## config.mk

```make
export PLATFORM = sky130hd
export DESIGN_NAME = focx_flash_operation_control
export DESIGN_NICKNAME = d
export VERILOG_FILES = /design/src/focx_pkg.sv /design/src/focx_flash_operation_control.sv /design/src/focx_mode_decode.sv
export SDC_FILE = /design/constraint.sdc
export NUM_CORES = 1
export LEC_CHECK = 0
export BUFFER_PORTS_ARGS = -buffer_cell sky130_fd_sc_hd__buf_2
export CAP_MARGIN = 0
export CORE_ASPECT_RATIO = 0.75
export CORE_UTILIZATION = 50
export CTS_CLUSTER_DIAMETER = 100
export DETAILED_ROUTE_END_ITERATION = 16
export GPL_ROUTABILITY_DRIVEN = 0
export GPL_TIMING_DRIVEN = 1
export PLACE_DENSITY = 0.69
export SYNTH_ARGS = -nofsm -noshare
export SYNTH_HDL_FRONTEND = slang
export SYNTH_SLANG_ARGS = --single-unit
```

## constraint.sdc

```tcl
create_clock -name i_sys_clk -period 1.7 [get_ports i_sys_clk]
set_input_delay 0.34 -clock i_sys_clk [delete_from_list [all_inputs] [get_ports i_sys_clk]]
set_output_delay 0.34 -clock i_sys_clk [all_outputs]
set_load 0.01 [all_outputs]
```

## src/focx_pkg.sv

```systemverilog
// Package for the flash operation control block: offsets, fields, codes, timing
//
// Summary of operation
// Writing start bit launches selected mode
// Start bit self-clears when operation finishes
// Mode 0101 program, 1010 erase, 0110 lock
// Start bit zero stops or withholds operation
// Status bit 3 reports sector erase failure
// Operations need user key 10100101 loaded
// Sector pointer is high and low bytes
package focx_pkg;
    localparam logic [7:0] FOCX_ADDR_SECTOR_HIGH = 8'h08;
    localparam logic [7:0] FOCX_ADDR_SECTOR_LOW = 8'h09;
    localparam logic [7:0] FOCX_ADDR_USER_KEY = 8'h0a;
    localparam logic [7:0] FOCX_ADDR_OP_CONTROL = 8'h0b;

    localparam int FOCX_START_BIT = 0;
    localparam int FOCX_STATUS_BIT = 3;
    localparam int FOCX_MODE_LSB = 4;
    localparam int FOCX_MODE_MSB = 7;

    localparam logic [3:0] FOCX_MODE_PROGRAM = 4'h5;
    localparam logic [3:0] FOCX_MODE_ERASE = 4'ha;
    localparam logic [3:0] FOCX_MODE_LOCK = 4'h6;

    localparam logic [7:0] FOCX_USER_KEY = 8'ha5;
    localparam logic [7:0] FOCX_RESET_VALUE = 8'h00;

    // Default cap on how long the array may take, in cycles
    localparam int FOCX_TIMEOUT_CYCLES = 4096;

    typedef enum logic [1:0] {
        FOCX_OP_NONE,
        FOCX_OP_PROGRAM,
        FOCX_OP_ERASE,
        FOCX_OP_LOCK
    } focx_op_t;

    typedef enum logic [1:0] {
        FOCX_IDLE,
        FOCX_ISSUE,
        FOCX_WAIT
    } focx_state_t;
endpackage
```

## src/focx_flash_operation_control.sv

```systemverilog
// Flash operation control: registers, sequencing and flash array handshake
`timescale 1ns/1ps
module focx_flash_operation_control #(
    parameter int TIMEOUT_CYCLES = focx_pkg::FOCX_TIMEOUT_CYCLES
) (
    input wire logic i_sys_clk,
    input wire logic i_srst,
    // Register port
    input wire logic [7:0] i_reg_addr,
    input wire logic [7:0] i_reg_wdata,
    input wire logic i_reg_wr,
    output logic [7:0] o_reg_rdata,
    // Flash array side
    output logic o_flash_req,
    output logic [1:0] o_flash_op,
    output logic [15:0] o_flash_sector,
    output logic o_flash_abort,
    input wire logic i_flash_done,
    input wire logic i_flash_fail,
    output logic o_busy
);
    ////////////////////////////////////////////////////////////////////////////
    logic [3:0] mode_reg;
    logic start_reg;
    logic status_reg;
    logic [7:0] sector_high_reg;
    logic [7:0] sector_low_reg;
    logic [7:0] user_key_reg;
    logic [7:0] rdata_reg;
    logic req_reg;
    logic abort_reg;
    logic [1:0] op_reg;
    logic [15:0] sector_reg;
    logic [15:0] timer_reg;
    logic busy_reg;
    focx_pkg::focx_state_t state_reg;
    focx_pkg::focx_state_t state_next;
    focx_pkg::focx_op_t decoded_op;

    // Address match shared by the write strobes and the read select
    function automatic logic addr_hit(input logic [7:0] addr, input logic [7:0] target);
        return addr == target;
    endfunction

    wire wr_ctrl = i_reg_wr && addr_hit(i_reg_addr, focx_pkg::FOCX_ADDR_OP_CONTROL);
    wire wr_high = i_reg_wr && addr_hit(i_reg_addr, focx_pkg::FOCX_ADDR_SECTOR_HIGH);
    wire wr_low = i_reg_wr && addr_hit(i_reg_addr, focx_pkg::FOCX_ADDR_SECTOR_LOW);
    wire wr_key = i_reg_wr && addr_hit(i_reg_addr, focx_pkg::FOCX_ADDR_USER_KEY);
    wire rd_ctrl = addr_hit(i_reg_addr, focx_pkg::FOCX_ADDR_OP_CONTROL);
    wire rd_high = addr_hit(i_reg_addr, focx_pkg::FOCX_ADDR_SECTOR_HIGH);
    wire rd_low = addr_hit(i_reg_addr, focx_pkg::FOCX_ADDR_SECTOR_LOW);
    wire rd_key = addr_hit(i_reg_addr, focx_pkg::FOCX_ADDR_USER_KEY);
    wire key_ok = (user_key_reg == focx_pkg::FOCX_USER_KEY);
    wire [15:0] sector_ptr = {sector_high_reg, sector_low_reg};
    wire [3:0] wr_mode = i_reg_wdata[focx_pkg::FOCX_MODE_MSB:focx_pkg::FOCX_MODE_LSB];
    wire wr_start = i_reg_wdata[focx_pkg::FOCX_START_BIT];
    wire op_valid = (decoded_op != focx_pkg::FOCX_OP_NONE);
    wire timed_out = (timer_reg == 16'(TIMEOUT_CYCLES - 1));
    wire active = (state_reg != focx_pkg::FOCX_IDLE);
    // Software clearing the start bit mid-flight aborts
    wire stop_req = wr_ctrl && !wr_start && active;
    wire finished = (state_reg == focx_pkg::FOCX_WAIT) && (i_flash_done || timed_out);
    // Launch needs start set, valid mode and unlocked key
    wire launch = (state_reg == focx_pkg::FOCX_IDLE) && start_reg && op_valid && key_ok;
    wire erase_end = finished && (op_reg == 2'(focx_pkg::FOCX_OP_ERASE));

    focx_mode_decode u_decode (
        .i_mode(mode_reg),
        .o_op(decoded_op)
    );

    ////////////////////////////////////////////////////////////////////////////
    always_comb begin
        state_next = state_reg;
        unique case (state_reg)
            focx_pkg::FOCX_IDLE: begin
                if (launch) begin
                    state_next = focx_pkg::FOCX_ISSUE;
                end
            end
            focx_pkg::FOCX_ISSUE: begin
                state_next = stop_req ? focx_pkg::FOCX_IDLE : focx_pkg::FOCX_WAIT;
            end
            focx_pkg::FOCX_WAIT: begin
                if (finished || stop_req) begin
                    state_next = focx_pkg::FOCX_IDLE;
                end
            end
            // Spare code of the two-bit state falls back to idle
            default: begin
                state_next = focx_pkg::FOCX_IDLE;
            end
        endcase
    end

    ////////////////////////////////////////////////////////////////////////////
    always_ff @(posedge i_sys_clk) begin
        if (i_srst) begin
            state_reg <= focx_pkg::FOCX_IDLE;
        end else begin
            state_reg <= state_next;
        end
    end

    // Busy taken from the next state, so it tracks the state register exactly
    always_ff @(posedge i_sys_clk) begin
        if (i_srst) begin
            busy_reg <= 1'b0;
        end else begin
            busy_reg <= (state_next != focx_pkg::FOCX_IDLE);
        end
    end

    // Mode frozen while running, so the status matches the launched op
    always_ff @(posedge i_sys_clk) begin
        if (i_srst) begin
            mode_reg <= 4'h0;
        end else if (wr_ctrl && !active) begin
            mode_reg <= wr_mode;
        end
    end

    // Finish wins over a late software set, never loses the clear
    always_ff @(posedge i_sys_clk) begin
        if (i_srst) begin
            start_reg <= 1'b0;
        end else if (finished || stop_req) begin
            start_reg <= 1'b0;
        end else if (wr_ctrl) begin
            start_reg <= wr_start;
        end
    end

    // Stalled erase counts as failed; abort keeps the last result
    always_ff @(posedge i_sys_clk) begin
        if (i_srst) begin
            status_reg <= 1'b0;
        end else if (erase_end) begin
            status_reg <= i_flash_fail || !i_flash_done;
        end
    end

    ////////////////////////////////////////////////////////////////////////////
    always_ff @(posedge i_sys_clk) begin
        if (i_srst) begin
            sector_high_reg <= focx_pkg::FOCX_RESET_VALUE;
        end else if (wr_high) begin
            sector_high_reg <= i_reg_wdata;
        end
    end

    always_ff @(posedge i_sys_clk) begin
        if (i_srst) begin
            sector_low_reg <= focx_pkg::FOCX_RESET_VALUE;
        end else if (wr_low) begin
            sector_low_reg <= i_reg_wdata;
        end
    end

    always_ff @(posedge i_sys_clk) begin
        if (i_srst) begin
            user_key_reg <= focx_pkg::FOCX_RESET_VALUE;
        end else if (wr_key) begin
            user_key_reg <= i_reg_wdata;
        end
    end

    ////////////////////////////////////////////////////////////////////////////
    // Timeout guards against an array that never answers
    always_ff @(posedge i_sys_clk) begin
        if (i_srst || state_reg != focx_pkg::FOCX_WAIT) begin
            timer_reg <= 16'h0000;
        end else begin
            timer_reg <= timer_reg + 16'h0001;
        end
    end

    always_ff @(posedge i_sys_clk) begin
        if (i_srst) begin
            req_reg <= 1'b0;
            abort_reg <= 1'b0;
        end else begin
            req_reg <= launch;
            abort_reg <= stop_req;
        end
    end

    // Op and sector hold after launch so the array may read them late
    always_ff @(posedge i_sys_clk) begin
        if (i_srst) begin
            op_reg <= 2'(focx_pkg::FOCX_OP_NONE);
            sector_reg <= 16'h0000;
        end else if (launch) begin
            op_reg <= 2'(decoded_op);
            sector_reg <= sector_ptr;
        end
    end

    ////////////////////////////////////////////////////////////////////////////
    // Bits 2:1 read as zero
    wire [7:0] ctrl_view = {mode_reg, status_reg, 2'h0, start_reg};
    // Unmapped addresses read as zero
    wire [7:0] rdata_next = rd_ctrl ? ctrl_view :
                            rd_high ? sector_high_reg :
                            rd_low ? sector_low_reg :
                            rd_key ? user_key_reg :
                            8'h00;

    always_ff @(posedge i_sys_clk) begin
        if (i_srst) begin
            rdata_reg <= 8'h00;
        end else begin
            rdata_reg <= rdata_next;
        end
    end

    assign o_reg_rdata = rdata_reg;
    assign o_flash_req = req_reg;
    assign o_flash_op = op_reg;
    assign o_flash_sector = sector_reg;
    assign o_flash_abort = abort_reg;
    assign o_busy = busy_reg;
endmodule

```

## src/focx_mode_decode.sv

```systemverilog
// Mode field decoder for the flash operation control block
`timescale 1ns/1ps
module focx_mode_decode (
    input wire logic [3:0] i_mode,
    output focx_pkg::focx_op_t o_op
);
    // Any other code selects nothing
    assign o_op = (i_mode == focx_pkg::FOCX_MODE_PROGRAM) ? focx_pkg::FOCX_OP_PROGRAM :
                  (i_mode == focx_pkg::FOCX_MODE_ERASE) ? focx_pkg::FOCX_OP_ERASE :
                  (i_mode == focx_pkg::FOCX_MODE_LOCK) ? focx_pkg::FOCX_OP_LOCK :
                  focx_pkg::FOCX_OP_NONE;
endmodule

```

==> reports/metrics.cfg <==
[synthesis]
ys_seq_area_share_pct = 46.8
synth_area_per_cell_sq_um = 9.11
synth-compound-area-share_pct = 12.8
yosysUniqueCellTypes = 48
synthFlopType = dfxtp_1
synth_top_family_by_area = simple AND/OR/NAND/NOR gates
yosys_warnings = 0
synth-edff-count = 0
synth-async-reset-ratio_pct = 0
synth-seq-cells = 77
muxShareOfSynthArea_pct = 8.80
synthAdderAreaFrac_pct = 0.380
syn_area_sq_mm = 0.00330
synthesis.nets = 384
synth-simple-area-share_pct = 23.5
syn-instance-count = 362
synth_xor_area_share_pct = 3.45

[floorplanning]
rows = 25
start_util_pct = 51.9
ios = 50
die_area_sq_mm = 0.00693
die_h_um = 72.3
core-area_sq_mm = 0.00635
die_w_um = 95.8

[global_route]
grt_pass1_vias = 2399
grt_overflow_total = 0
gr-usage-all-layers_pct = 23.7
antenna_found_initial = 0
grt_pass1_wl_um = 12200
grt_max_degree = 27

[clocking]
clock_path_buffers = 2
cts.clk_slew.worst_paths_ps = 80
cts_buffers = 9
h-tree-depth = 3
root_buffer = clkbuf_8
insertion_delay_ps = 350
cts.sinks = 77
tritoncts = done

[sta]
hold_violations = 0
finalSetupTns_ps = 0
fmax_ghz = 0.629
rsz0062_at_grt = no
setup_viol = 0
fin_skew_ps = 11.8
slew_viol_final = 0
min_period_over_period_pct = 93.5
finalCriticalPeriod_ps = 1590
slew_headroom_pct = 55.7
worst_pin_slew_ps = 663

[layout]
area_growth_pct = 19.1
diodes = 0
layout_commonest_cell = dfxtp_1
nNetsFinal = 444
fill_cells = 558
drive_gt1_share_pct = 23.0
final_cell_mix = dfxtp_1, buf_2, nor2_1, a21oi_1, mux2i_1
multi_input_area_sq_mm = 0.00162
seq_area_sq_mm = 0.00154

[outcome]
outcome = finished, final reports clean

[critical_path]
reg2reg_from = timer_reg[12]
path_max_fanout = 5
arrival_ps = 1860
cp-start-kind = register
critPathCaptureType = register
rrSetupSlack_ps = 110
reg2reg_depth = 4
reg2reg_to = status_reg
crit_required_ps = 1970
criticalPathCategory = reg2reg

[min_path]
min_from = i_srst
hold_end = o_flash_abort
hold_path_class = in2reg
min_path_cells = 2

[routing]
drtIter0Drc = 104
drt-pass1-iter-count = 5
routed-wl-met2_um = 3080
detail-route-antenna-nets = 0
top_layer = met4
wl_met1_um = 4080
wl_per_cell_um = 15.1
drcViolationCount = 0
routed_wl_um = 7660
vias = 2745
viasPerCell = 5.40
wl_met3_um = 406

[placed_design]
io_buffers = 49
place_hpwl_um = 5520

[pwr]
total_power_mw = 3.16
p_per_area_mw_per_mm2 = 805
leakage_nw = 1.66
ir_drop_v = 0.000586

[run]
cap_violations = 0

[metal layers]
metal / global-route usage (%) / up-vias
li1: - / 1391
met1: 35.7 / 1258
met2: 32.2 / 86
met3: 5.97 / 10
met4: 8.62 / 0
met5: 0 / -
[cells in the mapped netlist, types with 2 or more instances]
library cell   n  area (sq um)
nand2_1        8          30.0
xnor2_1        9          78.8
nor3_1         3          15.0
nand2b_1       5          31.3
a21oi_1       30           150
nor2b_1        7          43.8
nand3_1       25           125
or2_2          2          12.5
inv_1         18          67.6
or3_1          3          18.8
o31ai_1        2          15.0
nand4_2        3          37.5
nand4_1        7          43.8
nor4_2         2          25.0
and2_1         4          25.0
a31o_2         2          17.5
o21ai_1        2          10.0
xor2_1         4          35.0
dfxtp_1       77          1540
nand3b_1       2          15.0
o2bb2ai_1      2          17.5
nor2_1        47           176
o221ai_1       4          35.0
o21ai_0       25           125
nor4b_4        2          47.6
clkbuf_1      15          56.3
nor4_1         3          18.8
mux2i_1       29           290
[critical path, stage by stage (launching register included)]
cell,delay (ps)
dfxtp_1,350
or4_1,560
nor4_4,280
o21ai_1,110
a221oi_2,210
[logic make-up (layout without fill, tap and decap cells)]
kind of cell / Yosys count / in the layout
and+or+nand+nor: 134 / 134
adders and majority gates: 1 / 1
DFF: 77 / 77
xor gates and xnor gates: 13 / 13
AOI/OAI and AO/OA: 72 / 72
buffers and inverters: 36 / 101
muxes: 29 / 29
[report_power, final]
| group | switching (mW) | internal (mW) |
|---|---|---|
| registers | 0.000985 | 1.80 |
| logic | 0.0706 | 0.0411 |
| clock network | 0.674 | 0.570 |
| total | 0.746 | 2.41 |
[metrics by stage]
step,cell area (sq um),std cells,utilization (%),setup slack [ps],hold WS [ps]
2_1_floorplan,3300,362,-,143,416
3_3_place_gp,3730,491,58.8,106,443
3_5_place_dp,3730,491,58.8,73.2,452
4_1_cts,3910,507,61.6,61.9,224
5_1_grt,3930,508,61.8,8.20,232
6_report,3930,508,61.8,111,237
[how the worst max path moves through the flow]
stage | from | endpoint | slack [ps] | depth (start not counted)
after floorplan | i_reg_addr[2] | sector_high_reg[7] | 140 | 4
after global placement | timer_reg[12] | status_reg | 110 | 4
after detailed placement | timer_reg[5] | timer_reg[15] | 70 | 4
after CTS | timer_reg[0] | status_reg | 60 | 5
after global routing | timer_reg[0] | timer_reg[12] | 8 | 5
final | timer_reg[12] | status_reg | 110 | 4
[area by class of cell]
type,instances,share of cell area [%]
Sequential cell,77,39.3
Timing Repair Buffer,67,10.6
Inverter,18,1.72
Tap cell,81,2.58
Multi-Input combinational cell,249,41.3
Clock buffer,11,3.60
Clock inverter,5,0.860
[repair_timing]
action                                  CTS  global route
endpoints found under the setup margin    0             7
resized for setup                         0             1
hold buffers                              0             0
buffers inserted                          0             1
Note: power is estimated with default switching activity, not from simulation.
